$ cat config.mk
export PLATFORM = sky130hd
export DESIGN_NAME = pmc_ctrl
export DESIGN_NICKNAME = d
export VERILOG_FILES = /design/src/rtl/pmc_pkg.sv /design/src/rtl/pmc_clkdiv.sv /design/src/rtl/pmc_ctrl.sv /design/src/rtl/pmc_sync.sv
export VERILOG_INCLUDE_DIRS = /design/src /design/src/rtl
export SDC_FILE = /design/constraint.sdc
export NUM_CORES = 1
export LEC_CHECK = 0
export ABC_AREA = 1
export BUFFER_PORTS_ARGS = -buffer_cell sky130_fd_sc_hd__buf_2
export CAP_MARGIN = 20
export CORE_MARGIN = 5
export CORE_UTILIZATION = 30
export CTS_BUF_LIST = sky130_fd_sc_hd__clkbuf_2
export DETAILED_ROUTE_END_ITERATION = 6
export PLACE_DENSITY = 0.58
export SYNTH_ARGS = -nofsm -noshare
export SYNTH_HDL_FRONTEND = slang
export SYNTH_SLANG_ARGS = --single-unit
$ cat constraint.sdc
create_clock -name clk_i -period 4.2 [get_ports clk_i]
set_input_delay 0.21 -clock clk_i [delete_from_list [all_inputs] [get_ports clk_i]]
set_output_delay 0.21 -clock clk_i [all_outputs]
set_load 0.1 [all_outputs]
$ cat src/rtl/pmc_defines.svh
`ifndef PMC_DEFINES_SVH
`define PMC_DEFINES_SVH

//------------------------------------------------------------------
// Timing
//------------------------------------------------------------------
`define PMC_CLK_MHZ        100
`define PMC_STAB_US        100
`define PMC_STAB_CYC       (`PMC_STAB_US * `PMC_CLK_MHZ)
`define PMC_LAT_W          10
`define PMC_LAT_IDLE       10'h002
`define PMC_LAT_PDC        10'h002
`define PMC_LAT_PDCP       10'h005
`define PMC_LAT_PDALL      10'h1f4

//------------------------------------------------------------------
// Register map and reset values
//------------------------------------------------------------------
`define PMC_OFF_PLLCFG     4'h0
`define PMC_OFF_STATUS     4'h4
`define PMC_OFF_SERMODE    4'h8
`define PMC_OFF_START      4'hc
`define PMC_PLLCFG_RST     13'h0000
`define PMC_BOOT_ROM_ADDR  24'hff0000
`define PMC_EXT_START_ADDR 24'h010000
`define PMC_STATE_LSB      0
`define PMC_BMODE_LSB      6
`define PMC_READY_BIT      9
`define PMC_START_BIT      10
`endif

$ cat src/rtl/pmc_pkg.sv
package pmc_pkg;
    // PLL control register layout, PLL-off in bit 0
    typedef struct packed {
        logic       bypass;
        logic       div_in;
        logic [6:0] msel;
        logic       half_sel;
        logic       all_stop;
        logic       core_stop;
        logic       pll_off;
    } pmc_pllcfg_t;

    // Strap pin group
    typedef struct packed {
        logic [6:0] msel;
        logic       bypass;
        logic       div_in;
        logic       sermode;
        logic [1:0] bmode;
        logic       bus_req;
    } pmc_strap_t;

    // Power states
    typedef enum logic [5:0] {
        ST_RUN   = 6'h01,
        ST_IDLE  = 6'h02,
        ST_PDC   = 6'h04,
        ST_PDCP  = 6'h08,
        ST_PDALL = 6'h10,
        ST_WAKE  = 6'h20
    } pmc_state_t;
endpackage : pmc_pkg

$ cat src/rtl/pmc_clkdiv.sv
`timescale 1ns/1ps
module pmc_clkdiv (
    input  wire logic clk_i,
    input  wire logic rst_n_i,
    input  wire logic run_i,
    input  wire logic half_i,
    output logic      tick_o,
    output logic      per_out_o
);
    logic phase_ff;
    logic nxt_phase;
    logic nxt_tick;
    logic nxt_per_out;

    // Peripheral tick at full or half core rate
    always_comb begin
        nxt_phase  = run_i & half_i & ~phase_ff;
        nxt_tick   = run_i & (~half_i | phase_ff);
        nxt_per_out = nxt_tick ? ~per_out_o : per_out_o;
    end

    // Divider registers
    always_ff @(posedge clk_i or negedge rst_n_i) begin
        if (!rst_n_i) begin
            phase_ff <= 1'b0;
            tick_o   <= 1'b0;
            per_out_o <= 1'b0;
        end else begin
            phase_ff <= nxt_phase;
            tick_o   <= nxt_tick;
            per_out_o <= nxt_per_out;
        end
    end
endmodule : pmc_clkdiv

$ cat src/rtl/pmc_ctrl.sv
// Local design decisions: the register addresses and register access over Avalon-MM.
`timescale 1ns/1ps
`include "pmc_defines.svh"
module pmc_ctrl
    import pmc_pkg::*;
#(
    parameter int STAB_CYCLES = `PMC_STAB_CYC
) (
    input  wire logic        clk_i,
    input  wire logic        rst_n_i,
    input  wire logic [3:0]  avs_address_i,
    input  wire logic        avs_read_i,
    input  wire logic        avs_write_i,
    input  wire logic [31:0] avs_writedata_i,
    input  wire logic [3:0]  avs_byteenable_i,
    output logic      [31:0] avs_readdata_o,
    output logic             avs_waitrequest_o,
    input  wire logic        idle_exec_i,
    input  wire logic        wake_irq_i,
    input  wire logic [6:0]  strap_msel_i,
    input  wire logic        strap_bypass_i,
    input  wire logic        strap_div_in_i,
    input  wire logic        strap_sermode_i,
    input  wire logic [1:0]  strap_bmode_i,
    input  wire logic        bus_req_n_i,
    output logic             core_clk_en_o,
    output logic             periph_clk_en_o,
    output logic             pll_en_o,
    output logic             core_halt_o,
    output logic             pipe_flush_o,
    output logic             resume_o,
    output logic             periph_clock_output_o,
    output logic      [6:0]  pll_msel_o,
    output logic             pll_bypass_o,
    output logic             pll_div_in_o,
    output logic             stack_reset_o,
    output logic             irq_mask_all_o,
    output logic             start_o,
    output logic      [23:0] start_addr_o,
    output logic      [2:0]  boot_mode_o,
    output logic             serial_select_o,
    output logic             clock_ready_o
);
    //--------------------------------------------------------------
    // Declarations
    //--------------------------------------------------------------
    localparam int CW = $clog2(STAB_CYCLES + 1);

    pmc_strap_t             strap_raw;
    pmc_strap_t             strap_sync;
    pmc_strap_t             strap_ff;
    pmc_strap_t             nxt_strap;
    pmc_pllcfg_t            pll_ff;
    pmc_pllcfg_t            nxt_pll;
    logic                   sermode_ff;
    logic                   nxt_sermode;
    logic [CW-1:0]          stab_cnt_ff;
    logic [CW-1:0]          nxt_stab_cnt;
    logic                   ready_ff;
    logic                   nxt_ready;
    logic                   started_ff;
    logic                   nxt_started;
    logic                   start_ff;
    logic                   nxt_start;
    logic [23:0]            addr_ff;
    logic [23:0]            nxt_addr;
    logic                   capture;
    pmc_state_t             state_ff;
    pmc_state_t             nxt_state;
    logic [`PMC_LAT_W-1:0]  lat_ff;
    logic [`PMC_LAT_W-1:0]  nxt_lat;
    logic [`PMC_LAT_W-1:0]  cnt_ff;
    logic [`PMC_LAT_W-1:0]  nxt_cnt;
    logic                   lose_ff;
    logic                   nxt_lose;
    logic                   all_ff;
    logic                   nxt_all;
    logic                   resume_ff;
    logic                   nxt_resume;
    logic                   flush_ff;
    logic                   nxt_flush;
    logic                   ack_ff;
    logic                   nxt_ack;
    logic [31:0]            rdata_ff;
    logic [31:0]            nxt_rdata;
    logic                   req;
    logic                   wr_go;
    logic [31:0]            wmask;
    logic                   periph_run;

    //--------------------------------------------------------------
    // Byte-lane helpers
    //--------------------------------------------------------------
    // Expand byte enables to a bit mask
    function automatic logic [31:0] be_mask(input logic [3:0] be);
        logic [31:0] m;
        m = '0;
        for (int i = 0; i < 4; i++) begin
            m[i*8 +: 8] = {8{be[i]}};
        end
        return m;
    endfunction : be_mask

    // Merge write data into an old value by lane
    function automatic logic [31:0] merge(input logic [31:0] old,
                                          input logic [31:0] wd,
                                          input logic [31:0] m);
        return (old & ~m) | (wd & m);
    endfunction : merge

    //--------------------------------------------------------------
    // Strap synchronisers
    //--------------------------------------------------------------
    // Pins pass two flops before any logic reads them
    assign strap_raw = '{msel:    strap_msel_i,
                         bypass:  strap_bypass_i,
                         div_in:  strap_div_in_i,
                         sermode: strap_sermode_i,
                         bmode:   strap_bmode_i,
                         bus_req: ~bus_req_n_i};

    pmc_sync #(
        .W ($bits(pmc_strap_t))
    ) u_sync (
        .clk_i   (clk_i),
        .rst_n_i (rst_n_i),
        .d_i     (strap_raw),
        .q_o     (strap_sync)
    );

    //--------------------------------------------------------------
    // Reset stabilisation and boot decision
    //--------------------------------------------------------------
    assign capture = ~ready_ff && (stab_cnt_ff == CW'(STAB_CYCLES - 1));

    // Count out the clock stabilisation time after reset release
    always_comb begin
        nxt_stab_cnt = stab_cnt_ff;
        nxt_ready    = ready_ff;
        nxt_strap    = strap_ff;
        nxt_started  = started_ff;
        nxt_start    = 1'b0;
        nxt_addr     = addr_ff;
        if (!ready_ff) begin
            nxt_stab_cnt = stab_cnt_ff + CW'(1);
            if (capture) begin
                nxt_ready = 1'b1;
                nxt_strap = strap_sync;
            end
        end else if (!started_ff && !strap_sync.bus_req) begin
            nxt_started = 1'b1;
            nxt_start   = 1'b1;
            if (strap_ff.bmode != 2'h0) begin
                nxt_addr = `PMC_BOOT_ROM_ADDR;
            end else begin
                nxt_addr = `PMC_EXT_START_ADDR;
            end
        end
    end

    // Stabilisation registers
    always_ff @(posedge clk_i or negedge rst_n_i) begin
        if (!rst_n_i) begin
            stab_cnt_ff <= '0;
            ready_ff    <= 1'b0;
            strap_ff    <= '0;
            started_ff  <= 1'b0;
            start_ff    <= 1'b0;
            addr_ff     <= '0;
        end else begin
            stab_cnt_ff <= nxt_stab_cnt;
            ready_ff    <= nxt_ready;
            strap_ff    <= nxt_strap;
            started_ff  <= nxt_started;
            start_ff    <= nxt_start;
            addr_ff     <= nxt_addr;
        end
    end

    //--------------------------------------------------------------
    // Power-mode state machine
    //--------------------------------------------------------------
    // Pick the mode at idle and time the wake latency
    always_comb begin
        nxt_state  = state_ff;
        nxt_lat    = lat_ff;
        nxt_cnt    = cnt_ff;
        nxt_lose   = lose_ff;
        nxt_all    = all_ff;
        nxt_resume = 1'b0;
        nxt_flush  = 1'b0;
        case (state_ff)
            ST_RUN: begin
                if (started_ff && idle_exec_i) begin
                    if (pll_ff.pll_off) begin
                        nxt_state = ST_PDALL;
                        nxt_lat   = `PMC_LAT_PDALL;
                        nxt_lose  = 1'b1;
                        nxt_all   = 1'b1;
                    end else if (pll_ff.all_stop) begin
                        nxt_state = ST_PDCP;
                        nxt_lat   = `PMC_LAT_PDCP;
                        nxt_lose  = 1'b1;
                        nxt_all   = 1'b0;
                    end else if (pll_ff.core_stop) begin
                        nxt_state = ST_PDC;
                        nxt_lat   = `PMC_LAT_PDC;
                        nxt_lose  = 1'b0;
                        nxt_all   = 1'b0;
                    end else begin
                        nxt_state = ST_IDLE;
                        nxt_lat   = `PMC_LAT_IDLE;
                        nxt_lose  = 1'b0;
                        nxt_all   = 1'b0;
                    end
                end
            end
            ST_IDLE, ST_PDC, ST_PDCP, ST_PDALL: begin
                if (wake_irq_i) begin
                    nxt_state = ST_WAKE;
                    nxt_cnt   = lat_ff;
                end
            end
            ST_WAKE: begin
                if (cnt_ff == `PMC_LAT_W'(1)) begin
                    nxt_state  = ST_RUN;
                    nxt_resume = 1'b1;
                    nxt_flush  = lose_ff;
                end else begin
                    nxt_cnt = cnt_ff - `PMC_LAT_W'(1);
                end
            end
            default: begin
                nxt_state = ST_RUN;
            end
        endcase
    end

    // Power-mode registers
    always_ff @(posedge clk_i or negedge rst_n_i) begin
        if (!rst_n_i) begin
            state_ff  <= ST_RUN;
            lat_ff    <= '0;
            cnt_ff    <= '0;
            lose_ff   <= 1'b0;
            all_ff    <= 1'b0;
            resume_ff <= 1'b0;
            flush_ff  <= 1'b0;
        end else begin
            state_ff  <= nxt_state;
            lat_ff    <= nxt_lat;
            cnt_ff    <= nxt_cnt;
            lose_ff   <= nxt_lose;
            all_ff    <= nxt_all;
            resume_ff <= nxt_resume;
            flush_ff  <= nxt_flush;
        end
    end

    //--------------------------------------------------------------
    // Avalon-MM slave, one wait state per access
    //--------------------------------------------------------------
    assign req   = avs_read_i | avs_write_i;
    assign wr_go = avs_write_i & ack_ff;
    assign wmask = be_mask(avs_byteenable_i);

    // Register writes, strap loads and read data
    always_comb begin
        nxt_ack    = req & ~ack_ff;
        nxt_pll    = pll_ff;
        nxt_sermode = sermode_ff;
        nxt_rdata  = rdata_ff;
        if (capture) begin
            nxt_pll.msel   = strap_sync.msel;
            nxt_pll.bypass = strap_sync.bypass;
            nxt_pll.div_in = strap_sync.div_in;
            nxt_sermode    = strap_sync.sermode;
        end else if (wr_go && avs_address_i == `PMC_OFF_PLLCFG) begin
            nxt_pll = pmc_pllcfg_t'(13'(merge({19'h0, pll_ff},
                                              avs_writedata_i,
                                              wmask)));
        end else if (wr_go && avs_address_i == `PMC_OFF_SERMODE) begin
            if (avs_byteenable_i[0]) begin
                nxt_sermode = avs_writedata_i[0];
            end
        end
        if (avs_read_i && !ack_ff) begin
            case (avs_address_i)
                `PMC_OFF_PLLCFG: nxt_rdata = {19'h0, pll_ff};
                `PMC_OFF_STATUS: begin
                    nxt_rdata = '0;
                    nxt_rdata[`PMC_STATE_LSB +: 6] = state_ff;
                    nxt_rdata[`PMC_BMODE_LSB +: 3] =
                        {strap_ff.sermode, strap_ff.bmode};
                    nxt_rdata[`PMC_READY_BIT] = ready_ff;
                    nxt_rdata[`PMC_START_BIT] = started_ff;
                end
                `PMC_OFF_SERMODE: nxt_rdata = {31'h0, sermode_ff};
                `PMC_OFF_START:  nxt_rdata = {8'h0, addr_ff};
                default:         nxt_rdata = '0;
            endcase
        end
    end

    // Bus and register file flops
    always_ff @(posedge clk_i or negedge rst_n_i) begin
        if (!rst_n_i) begin
            ack_ff    <= 1'b0;
            pll_ff    <= `PMC_PLLCFG_RST;
            sermode_ff <= 1'b0;
            rdata_ff  <= '0;
        end else begin
            ack_ff    <= nxt_ack;
            pll_ff    <= nxt_pll;
            sermode_ff <= nxt_sermode;
            rdata_ff  <= nxt_rdata;
        end
    end

    //--------------------------------------------------------------
    // Peripheral clock
    //--------------------------------------------------------------
    assign periph_run = ready_ff &
                        (state_ff == ST_RUN || state_ff == ST_IDLE ||
                         state_ff == ST_PDC ||
                         (state_ff == ST_WAKE && !all_ff));

    pmc_clkdiv u_div (
        .clk_i    (clk_i),
        .rst_n_i  (rst_n_i),
        .run_i    (periph_run),
        .half_i    (pll_ff.half_sel),
        .tick_o    (periph_clk_en_o),
        .per_out_o (periph_clock_output_o)
    );

    //--------------------------------------------------------------
    // Outputs
    //--------------------------------------------------------------
    // Clock gates from the power state
    assign core_clk_en_o  = ready_ff &
                            (state_ff == ST_RUN || state_ff == ST_IDLE ||
                             (state_ff == ST_WAKE && !all_ff));
    assign pll_en_o       = (state_ff != ST_PDALL);
    assign core_halt_o    = ~started_ff | (state_ff != ST_RUN);
    assign pipe_flush_o   = flush_ff;
    assign resume_o       = resume_ff;
    assign pll_msel_o     = pll_ff.msel;
    assign pll_bypass_o   = pll_ff.bypass;
    assign pll_div_in_o   = pll_ff.div_in;
    assign stack_reset_o  = ~started_ff;
    assign irq_mask_all_o = ~started_ff;
    assign start_o        = start_ff;
    assign start_addr_o   = addr_ff;
    assign boot_mode_o    = {strap_ff.sermode, strap_ff.bmode};
    assign serial_select_o = sermode_ff;
    assign clock_ready_o  = ready_ff;
    assign avs_readdata_o = rdata_ff;
    assign avs_waitrequest_o = req & ~ack_ff;
endmodule : pmc_ctrl

$ cat src/rtl/pmc_sync.sv
`timescale 1ns/1ps
module pmc_sync #(
    parameter int W = 1
) (
    input  wire logic         clk_i,
    input  wire logic         rst_n_i,
    input  wire logic [W-1:0] d_i,
    output logic      [W-1:0] q_o
);
    logic [W-1:0] meta_ff;

    // Two-stage synchroniser for pin levels
    always_ff @(posedge clk_i or negedge rst_n_i) begin
        if (!rst_n_i) begin
            meta_ff <= '0;
            q_o     <= '0;
        end else begin
            meta_ff <= d_i;
            q_o     <= meta_ff;
        end
    end
endmodule : pmc_sync

==> reports/metrics.yaml, run 1 <==
cells_and_area:
  final_common_cell: "nand2_1"
  syn2layout_area_growth_pct: 19.8
  drive_gt1_frac: 0.213
  layout.nets: 786
  instances_no_fill: 955
  final_cell_mix: "nand2_1 (153), dfrtp_1 (102), buf_2 (90)"
placement:
  place.gp.congestion: 0.819
  port_buffers: 91
  dp_cells: 890
  hpwlAfterDp_microns: 8750
worst_setup_path:
  worst_setup_path_start_kind: "flop"
  crit_fanout: 13
  crit_path_end_kind: "output pin"
  r2r_start: "stab_cnt_ff[0]"
  crit_type: "reg2out"
  cp.required_ps: 3990
  arrival_ps: 2450
  reg2reg_depth: 7
  r2r_slack_ps: 1900
sta:
  grt_setup_unrepaired: "false"
  tns_ps: 0
  worst_hold_slack_ps: 79.6
  final.setup_skew_ps: 39.7
  maxSlewViolCount: 0
  hold_viol: 0
  clock.fmax_mhz: 377
  maxSlewHeadroom: 0.573
  worst_pin_slew_ps: 640
  finalCriticalPeriod_ps: 2660
  post-route-period-util: 0.632
  setup_viol: 0
clock_network:
  clock_sinks: 103
  clk_pin_slew_ps: 300
  cts_tree: "yes"
  insertion_delay_ps: 610
  htreeDepth: 3
  clk_path_buf_depth: 2
  cts-root-buf: "clkbuf_2"
  cts_inserted_buffers: 9
drt:
  drcViolationCount: 0
  dr.first_iter.drc_count: 247
  wl_microns: 12200
  vias: 4098
  first_pass_iters: 6
  viasPerCell: 4.29
  detail-route-antenna-nets: 0
  wire_per_inst_microns: 12.8
power_and_ir_drop:
  p_comb_frac: 0.274
  p_int_mw: 1.30
  power.leakage_nw: 3.19
  p_switching_uw: 864
  sw_frac_of_total: 0.400
  clkPwrFrac: 0.226
  cellPowerDensity_nw_per_um2: 350
  seqPwrFrac: 0.501
  irDropWorstVdd_v: 0.000206
  finalPower_mw: 2.16
min_path:
  hold_path_class: "in2reg"
  holdPathStages: 4
  min_from: "avs_byteenable_i[0]"
floorplan:
  core-area_sq_um: 17100
  start_util: 0.302
  die_x_microns: 141
  io-pin-count: 140
  rows: 48
  die_y_microns: 141
  die_area_sq_um: 19900
outcome:
  outcome: "completed"
grt:
  met3_usage: 0.0370
  grt_first_pass_wirelength_microns: 20100
  first_global_vias: 4023
  gr-usage-met1: 0.171
  grt-busiest-layer: "met2"
  grt_use_total: 0.126
  overflow: 0
  grt_max_degree: 77
  groute.layer.met2.usage: 0.199
  antenna_found_initial: 1
yosys:
  synth.distinct_cells: 37
  synth_area_sq_um: 5150
  synth_compound_area_frac: 0.0544
  avgSynthCellArea_sq_um: 8.47
  synth_seq_cells: 103
  synth_fa_ha_area_frac: 0.00729
  synth_top_family_by_area: "simple AND/OR/NAND/NOR gates"
  synth-xor-area-share: 0.0170
  synth-simple-area-share: 0.274
  synth_mux_area_frac: 0
  ys_seq_area_frac: 0.501
  yosysWarnings: 0
  synthCells: 608
run:
  drv_cap: 0
cells by family after synthesis:
group | after synthesis
AOI/OAI and AO/OA | 49
other | 1
adders and majority gates | 3
xor gates and xnor gates | 10
DFF | 103
and+or+nand+nor | 302
buffers and inverters | 140
metal layers:
| layer | up-vias | share of wire |
|---|---|---|
| met4 | 0 | 0.011 |
| li1 | 2078 | - |
| met5 | - | 0 |
| met2 | 95 | 0.47 |
| met3 | 8 | 0.053 |
| met1 | 1917 | 0.47 |
critical path, stage by stage (launching register included):
cell,delay [ps]
dfrtp_1,500
nor2_4,180
nand2_2,80
nor2_4,280
nand2_2,100
a21oi_1,230
buf_2,480
repair_timing:
action,in CTS,in global routing
endpoints found under the hold margin,105,15
gates resized for setup,0,0
buffers inserted,0,0
hold buffers,45,2
metrics by stage:
stage                     instance area (sq um)  utilization  setup slack, ps
after floorplan                            5250            -             1120
after global placement                     5550        0.325             2150
after detailed placement                   5550        0.325             2150
after CTS                                  6120        0.359             1400
after global routing                       6170        0.362             1290
final                                      6170        0.362             1540
power groups by stage:
stage / clock network, mW / logic, mW / registers, mW
2_1_floorplan: 0 / 0.393 / 1.19
3_3_place_gp: 0 / 0.549 / 1.10
3_5_place_dp: 0 / 0.550 / 1.10
4_1_cts: 0.512 / 0.588 / 1.08
5_1_grt: 0.562 / 0.625 / 1.09
6_report: 0.488 / 0.591 / 1.08
state kept, by name (all words and copies together), names as in the netlist, 2 cells and up, named ones only:
name and cells:
u_sync.meta_ff 13, pll_msel_o 7, start_addr_o 2, u_sync.q_o 13
cnt_ff 10, state_ff 6, lat_ff 4, boot_mode_o 3
stab_cnt_ff 14, avs_readdata_o 15
final cells by class:
class,instances,area [sq um]
diodes,1,2.50
clock buffers,10,50.0
clock inverters,6,68.8
fillers,1785,10900
inverters,77,289
multi-input cells,391,1920
flip-flops and latches,103,2580
well taps,225,282
repair buffers,142,978
worst max-delay path by stage:
stage | start | end | slack [ps] | cells past startpoint
global route | state_ff[3] | core_clk_en_o | 1290 | 6
detailed placement | state_ff[3] | core_clk_en_o | 2150 | 6
finish | state_ff[3] | core_clk_en_o | 1540 | 6
global placement | state_ff[2] | core_clk_en_o | 2150 | 6
CTS | state_ff[3] | core_clk_en_o | 1400 | 6
floorplan | clock_ready_o | core_clk_en_o | 1120 | 4
synthesized netlist by cell type (all sizes together):
library cell,count,area share
nand2,169,0.13
nand3,67,0.071
dfstp,1,0.0051
clkinv,1,0.00073
nor2,42,0.041
conb,1,0.00073
nor3,12,0.014
a31oi,2,0.0024
xor2,7,0.012
inv,76,0.055
o21a,1,0.0015
dfrtp,102,0.50
o22ai,10,0.012
a21o,2,0.0029
o31ai,2,0.0029
nand4,11,0.013
o21ai,29,0.028
xnor2,3,0.0051
clkbuf,5,0.0036
a21oi,2,0.0027
ha,3,0.0073
and3,1,0.0012
buf,58,0.086
o221ai,1,0.0017
No activity file was read; power rests on OpenSTA's default activity.
==> inputs of run 2 (changes only) <==
PLACE_DENSITY = 0.59   (was 0.58)
clock period = 2.3 ns   (was 4.2 ns; I/O delays follow)
==> reports/metrics.yaml, run 2 (synthesized netlist as in run 1, its figures left out) <==
outcome:
  outcome: "completed"
clock_network:
  clk_path_buf_depth: 2  # unchanged
  clk_pin_slew_ps: 280  # -20 ps
  htreeDepth: 3  # unchanged
  cts-root-buf: "clkbuf_2"
  insertion_delay_ps: 630  # +20 ps
  cts_inserted_buffers: 9  # unchanged
  cts_tree: "yes"
  clock_sinks: 103  # unchanged
grt:
  overflow: 0  # unchanged
  grt_first_pass_wirelength_microns: 20500  # +2.0%
  first_global_vias: 4078  # +1.4%
  grt_max_degree: 65  # -16%
  grt_use_total: 0.127  # +0.000957
  antenna_found_initial: 0  # -1
drt:
  first_pass_iters: 7  # +1
  drcViolationCount: 0  # unchanged
  viasPerCell: 4.33  # +1.0%
  detail-route-antenna-nets: 0  # unchanged
  wl_microns: 12200  # +0.36%
  dr.first_iter.drc_count: 264  # +6.9%
  vias: 4222  # +3.0%
  wire_per_inst_microns: 12.6  # -1.6%
sta:
  worst_pin_slew_ps: 517  # -123 ps
  hold_viol: 0  # unchanged
  final.setup_skew_ps: 40.4  # +0.728 ps
  clock.fmax_mhz: 455
  maxSlewHeadroom: 0.653  # +0.0801
  post-route-period-util: 0.956
  maxSlewViolCount: 0  # unchanged
  worst_hold_slack_ps: 120  # +40.4 ps
  setup_viol: 0  # unchanged
  grt_setup_unrepaired: "true"
  finalCriticalPeriod_ps: 2200
worst_setup_path:
  worst_setup_path_start_kind: "flop"
  cp.buffers_inverters: 1  # unchanged
  reg2reg_depth: 8  # +1
  arrival_ps: 2080  # -370 ps
  critical_path_depth: 6  # unchanged
  crit_family: "simple AND/OR/NAND/NOR gates"
  crit_type: "reg2out"
  cp.required_ps: 2180  # -1810 ps
  crit_path_end_kind: "output pin"
  critPathMaxStageDelay_ps: 500  # about the same
  crit_fanout: 7  # -6
  path_cells: "nor2_4 -> nand2_2 -> nor2_4 -> nand2_2 -> a21oi_4 -> buf_12"
  cp_slowest_cell: "dfrtp_1"
min_path:
  holdPathStages: 2  # -2
  hold_path_class: "in2reg"
run:
  drv_cap: 0  # unchanged
placement:
  port_buffers: 91  # unchanged
  place.gp.congestion: 0.826  # +0.94%
  hpwlAfterDp_microns: 8770  # +0.28%
cells_and_area:
  layout.nets: 807  # +2.7%
  utilization: 0.378  # +0.0161
  final_common_cell: "nand2_1"
  largest_reg_flops: 15  # unchanged
  syn2layout_area_growth_pct: 25.1
  drive_gt1_frac: 0.222  # +0.00901
  antenna_cells: 0  # -1
  final_cell_mix: "nand2_1 (153), dfrtp_1 (101), buf_2 (88)"
floorplan:
  die_area_sq_um: 19900  # unchanged
  die_x_microns: 141  # unchanged
  die_y_microns: 141  # unchanged
  rows: 48  # unchanged
  start_util: 0.302  # unchanged
  core-area_sq_um: 17100  # unchanged
  io-pin-count: 140  # unchanged
power_and_ir_drop:
  p_comb_frac: 0.266  # -0.008
  cellPowerDensity_nw_per_um2: 642  # +83%
  irDropWorstVdd_v: 0.000511  # +150%
  clkPwrFrac: 0.258  # +0.032
  p_switching_mw: 1.56  # +80%
  sw_frac_of_total: 0.376  # -0.0242
  p_int_mw: 2.58  # +99%
  seqPwrFrac: 0.476  # -0.025
  power.leakage_nw: 3.32  # +3.9%
==> run 2: path summary, 6_finish.rpt <==
| kind | from | end | slack (ps) |
|---|---|---|---|
| max in group asynchronous | rst_n_i | u_sync.meta_ff[7] | 1430 |
| worst max register to register | stab_cnt_ff[0] | flop | 180 |
| worst min register to register | u_sync.meta_ff[1] | u_sync.q_o[1] | 380 |
| worst max-delay path | state_ff[3] | core_clk_en_o | 100 |
| worst min-delay path | strap_bmode_i[1] | u_sync.meta_ff[2] | 120 |
| min in group asynchronous | rst_n_i | cnt_ff[4] | 520 |
==> run 2: stage by stage <==
stage	area [sq um]	setup TNS [ps]	cells	worst slack (ps)	power, mW
2_1_floorplan	5260	0	634	234	2.88
3_3_place_gp	5600	0	893	502	3.01
3_5_place_dp	5600	0	893	497	3.01
4_1_cts	6390	-7.82	970	-7.82	4.19
5_1_grt	6440	-47.7	974	-47.7	4.33
6_report	6440	0	974	100	4.14
==> run 2: worst reg2reg max path, stage by stage, from the launching register on <==
cell and delay [ps]:
dfrtp_1 450, ha_1 230, nand3_1 100, nor2_1 180, nand3_2 160, buf_6 210
nand4_1 100, dlygate4sd3_1 570, nand2_1 60
==> run 2: layout make-up <==
cell class / count / area, sq um
clock inverters: 6 / 109
flip-flops and latches: 103 / 2580
inverters: 77 / 289
well taps: 225 / 282
clock buffers: 9 / 45.0
repair buffers: 163 / 1200
multi-input cells: 391 / 1940
fillers: 1789 / 10600
==> run 2: metal layers <==
layer / GRT usage / vias up / share of wire
li1: - / 2120 / -
met1: 0.171 / 1984 / 0.45
met2: 0.204 / 106 / 0.48
met3: 0.0295 / 12 / 0.056
met4: 0.0403 / 0 / 0.015
met5: 0 / - / 0
==> run 2: power groups by stage <==
| stage | Combinational [mW] | Clock, mW | Sequential, mW |
|---|---|---|---|
| finish | 1.10 | 1.07 | 1.97 |
| detailed placement | 1.01 | 0 | 2.00 |
| global route | 1.16 | 1.18 | 1.99 |
| floorplan | 0.717 | 0 | 2.17 |
| global placement | 1.01 | 0 | 2.00 |
| CTS | 1.10 | 1.11 | 1.97 |
==> run 2: repair_timing <==
item	in CTS	in global routing
resized for setup	5	6
setup endpoints to repair	2	5
setup buffers	0	4
endpoints found under the hold margin	167	0
hold buffers	62	0
pin swaps	0	1
==> inputs of run 3 (changes only) <==
BUFFER_PORTS_ARGS = -buffer_cell sky130_fd_sc_hd__clkbuf_2   (was -buffer_cell sky130_fd_sc_hd__buf_2)
MAX_ROUTING_LAYER = met4   (was unset)
TNS_END_PERCENT = 50   (was unset)
==> reports/metrics.yaml, run 3 (synthesized netlist as in run 1, its figures left out) <==
sta:
  maxSlewHeadroom: 0.412  # -0.241
  worst_pin_slew_ps: 880  # +362 ps
  post-route-period-util: 0.950  # -0.00601
  finalCriticalPeriod_ps: 2190  # -13.8 ps
  worst_hold_slack_ps: 105  # -14.5 ps
  final.setup_skew_ps: 31.4  # -9.05 ps
  maxSlewViolCount: 0  # unchanged
  hold_viol: 0  # unchanged
  tns_ps: 0  # unchanged
  clock.fmax_mhz: 458  # +0.63%
  grt_setup_unrepaired: "true"
  setup_viol: 0  # unchanged
cells_and_area:
  finalInstanceArea_sq_um: 6360  # -1.2%
  layout.nets: 802  # -0.62%
  syn2layout_area_growth_pct: 23.6
  final-seq-area_sq_um: 2580  # about the same
  antenna_cells: 0  # unchanged
  multi_input_area_sq_um: 1940  # -0.13%
  nFillCells: 1812  # +1.3%
  final_common_cell: "nand2_1"
  final_cell_mix: "nand2_1 (153), dfrtp_1 (102), clkbuf_2 (97)"
  utilization: 0.373  # -0.00470
  drive_gt1_frac: 0.219  # -0.00284
  largest_reg_flops: 15  # unchanged
placement:
  place_area_sq_um: 5600  # +0.13%
  port_buffers: 91  # unchanged
  hpwlAfterDp_microns: 8940  # +1.9%
  place.gp.congestion: 0.851  # +3.0%
min_path:
  holdPathStages: 2  # unchanged
  hold_path_class: "in2reg"
  min_from: "strap_div_in_i"
worst_setup_path:
  r2r_start: "stab_cnt_ff[0]"
  cp_slowest_cell: "dlygate4sd3_1"
  path_cells: "ha_1 -> nand3_1 -> nor2_1 -> nand3_2 -> buf_4 -> nand4_1 -> dlygate4sd3_1 -> nand2_1"
  cp.required_ps: 2840  # +660 ps
  crit_start: "stab_cnt_ff[0]"
  arrival_ps: 2720  # +640 ps
  worst_setup_path_start_kind: "flop"
  crit_path_end_kind: "flop"
  critPathMaxStageDelay_ps: 580  # +80 ps
  crit_fanout: 21  # +14
  crit_type: "reg2reg"
  reg2reg_depth: 8  # unchanged
clock_network:
  clk_pin_slew_ps: 300  # +20 ps
  cts-root-buf: "clkbuf_2"
  cts_inserted_buffers: 9  # unchanged
  cts_tree: "yes"
  htreeDepth: 3  # unchanged
  clk_path_buf_depth: 2  # unchanged
  insertion_delay_ps: 610  # -20 ps
  clock_sinks: 103  # unchanged
drt:
  detail-route-antenna-nets: 0  # unchanged
  first_pass_iters: 5  # -2
  dr.first_iter.drc_count: 243  # -8.0%
  wl_microns: 12400  # +0.95%
  drcViolationCount: 0  # unchanged
  vias: 4184  # -0.90%
  viasPerCell: 4.31  # -0.49%
  wire_per_inst_microns: 12.7  # +1.4%
floorplan:
  die_y_microns: 141  # unchanged
  die_area_sq_um: 19900  # unchanged
  io-pin-count: 140  # unchanged
  start_util: 0.302  # unchanged
  die_x_microns: 141  # unchanged
  rows: 48  # unchanged
  core-area_sq_um: 17100  # unchanged
grt:
  grt_max_degree: 52  # -20%
  antenna_found_initial: 0  # unchanged
  first_global_vias: 4120  # +1.0%
  grt_use_total: 0.129  # +0.00175
  grt_first_pass_wirelength_microns: 20200  # -1.2%
  overflow: 0  # unchanged
run:
  drv_cap: 0  # unchanged
power_and_ir_drop:
  power.leakage_nw: 3.26  # -1.8%
  finalPower_mw: 4.01  # -3.2%
  cellPowerDensity_nw_per_um2: 630  # -2.0%
  irDropWorstVdd_v: 0.000480  # -6.0%
outcome:
  outcome: "completed"
[run 3: cell count changes in the layout (fill, tap and decap cells not counted), moves of 2 or more]
cell,delta
clkbuf_2,+88
bufinv_16,-2
clkinv_4,+2
buf_2,-88
dlygate4sd3_1,-3
buf_6,-2
clkinv_2,-2
[run 3: path summary, 6_finish.rpt]
path                                     endpoint  slack (ps)
worst min-delay path            u_sync.meta_ff[4]         110
worst min register to register      u_sync.q_o[6]         390
max in group asynchronous       u_sync.meta_ff[0]         520
worst max-delay path                         flop         110
min in group asynchronous               cnt_ff[9]         560
worst max register to register               flop         110
[run 3: metrics by stage]
step / std cells / setup slack, ps
2_1_floorplan: 634 / 234
3_3_place_gp: 894 / 491
3_5_place_dp: 894 / 497
4_1_cts: 968 / 19.7
5_1_grt: 970 / -9.33
6_report: 970 / 114
[run 3: area by class of cell]
class / count / area share
clock buffer: 9 / 0.00708
clock inverter: 7 / 0.0144
inverter: 77 / 0.0454
multi-input combinational: 391 / 0.304
sequential: 103 / 0.405
tap: 225 / 0.0442
timing repair buffer: 158 / 0.180
[run 3: layer usage]
layer  wire length (microns)  track usage  vias to the layer above
li1                        -            -                     2116
met1                    5670        0.165                     1963
met2                    5980        0.208                       94
met3                     560       0.0292                       11
met4                     147       0.0331                        0
met5                       0            -                        -
[run 3: worst max-delay path, delay by kind of cell, from the launching register on]
family / cells / cell delay (ps)
flops: 1 / 460
fa+ha+maj: 1 / 240
simple gates: 5 / 570
buf+inv: 2 / 830
[run 3: report_power, final]
part	internal (mW)	switching [mW]	total, mW	leakage (nW)
Combinational	0.201	0.889	1.09	1.89
Clock	0.277	0.663	0.940	0.0774
Sequential	1.91	0.0663	1.98	1.29
[run 3: timing repair]
item	in CTS	in global routing
hold endpoints to repair	164	0
pin swaps	0	1
gates resized for setup	5	3
hold buffers	58	0
endpoints found under the setup margin	2	5
buffers inserted	0	2
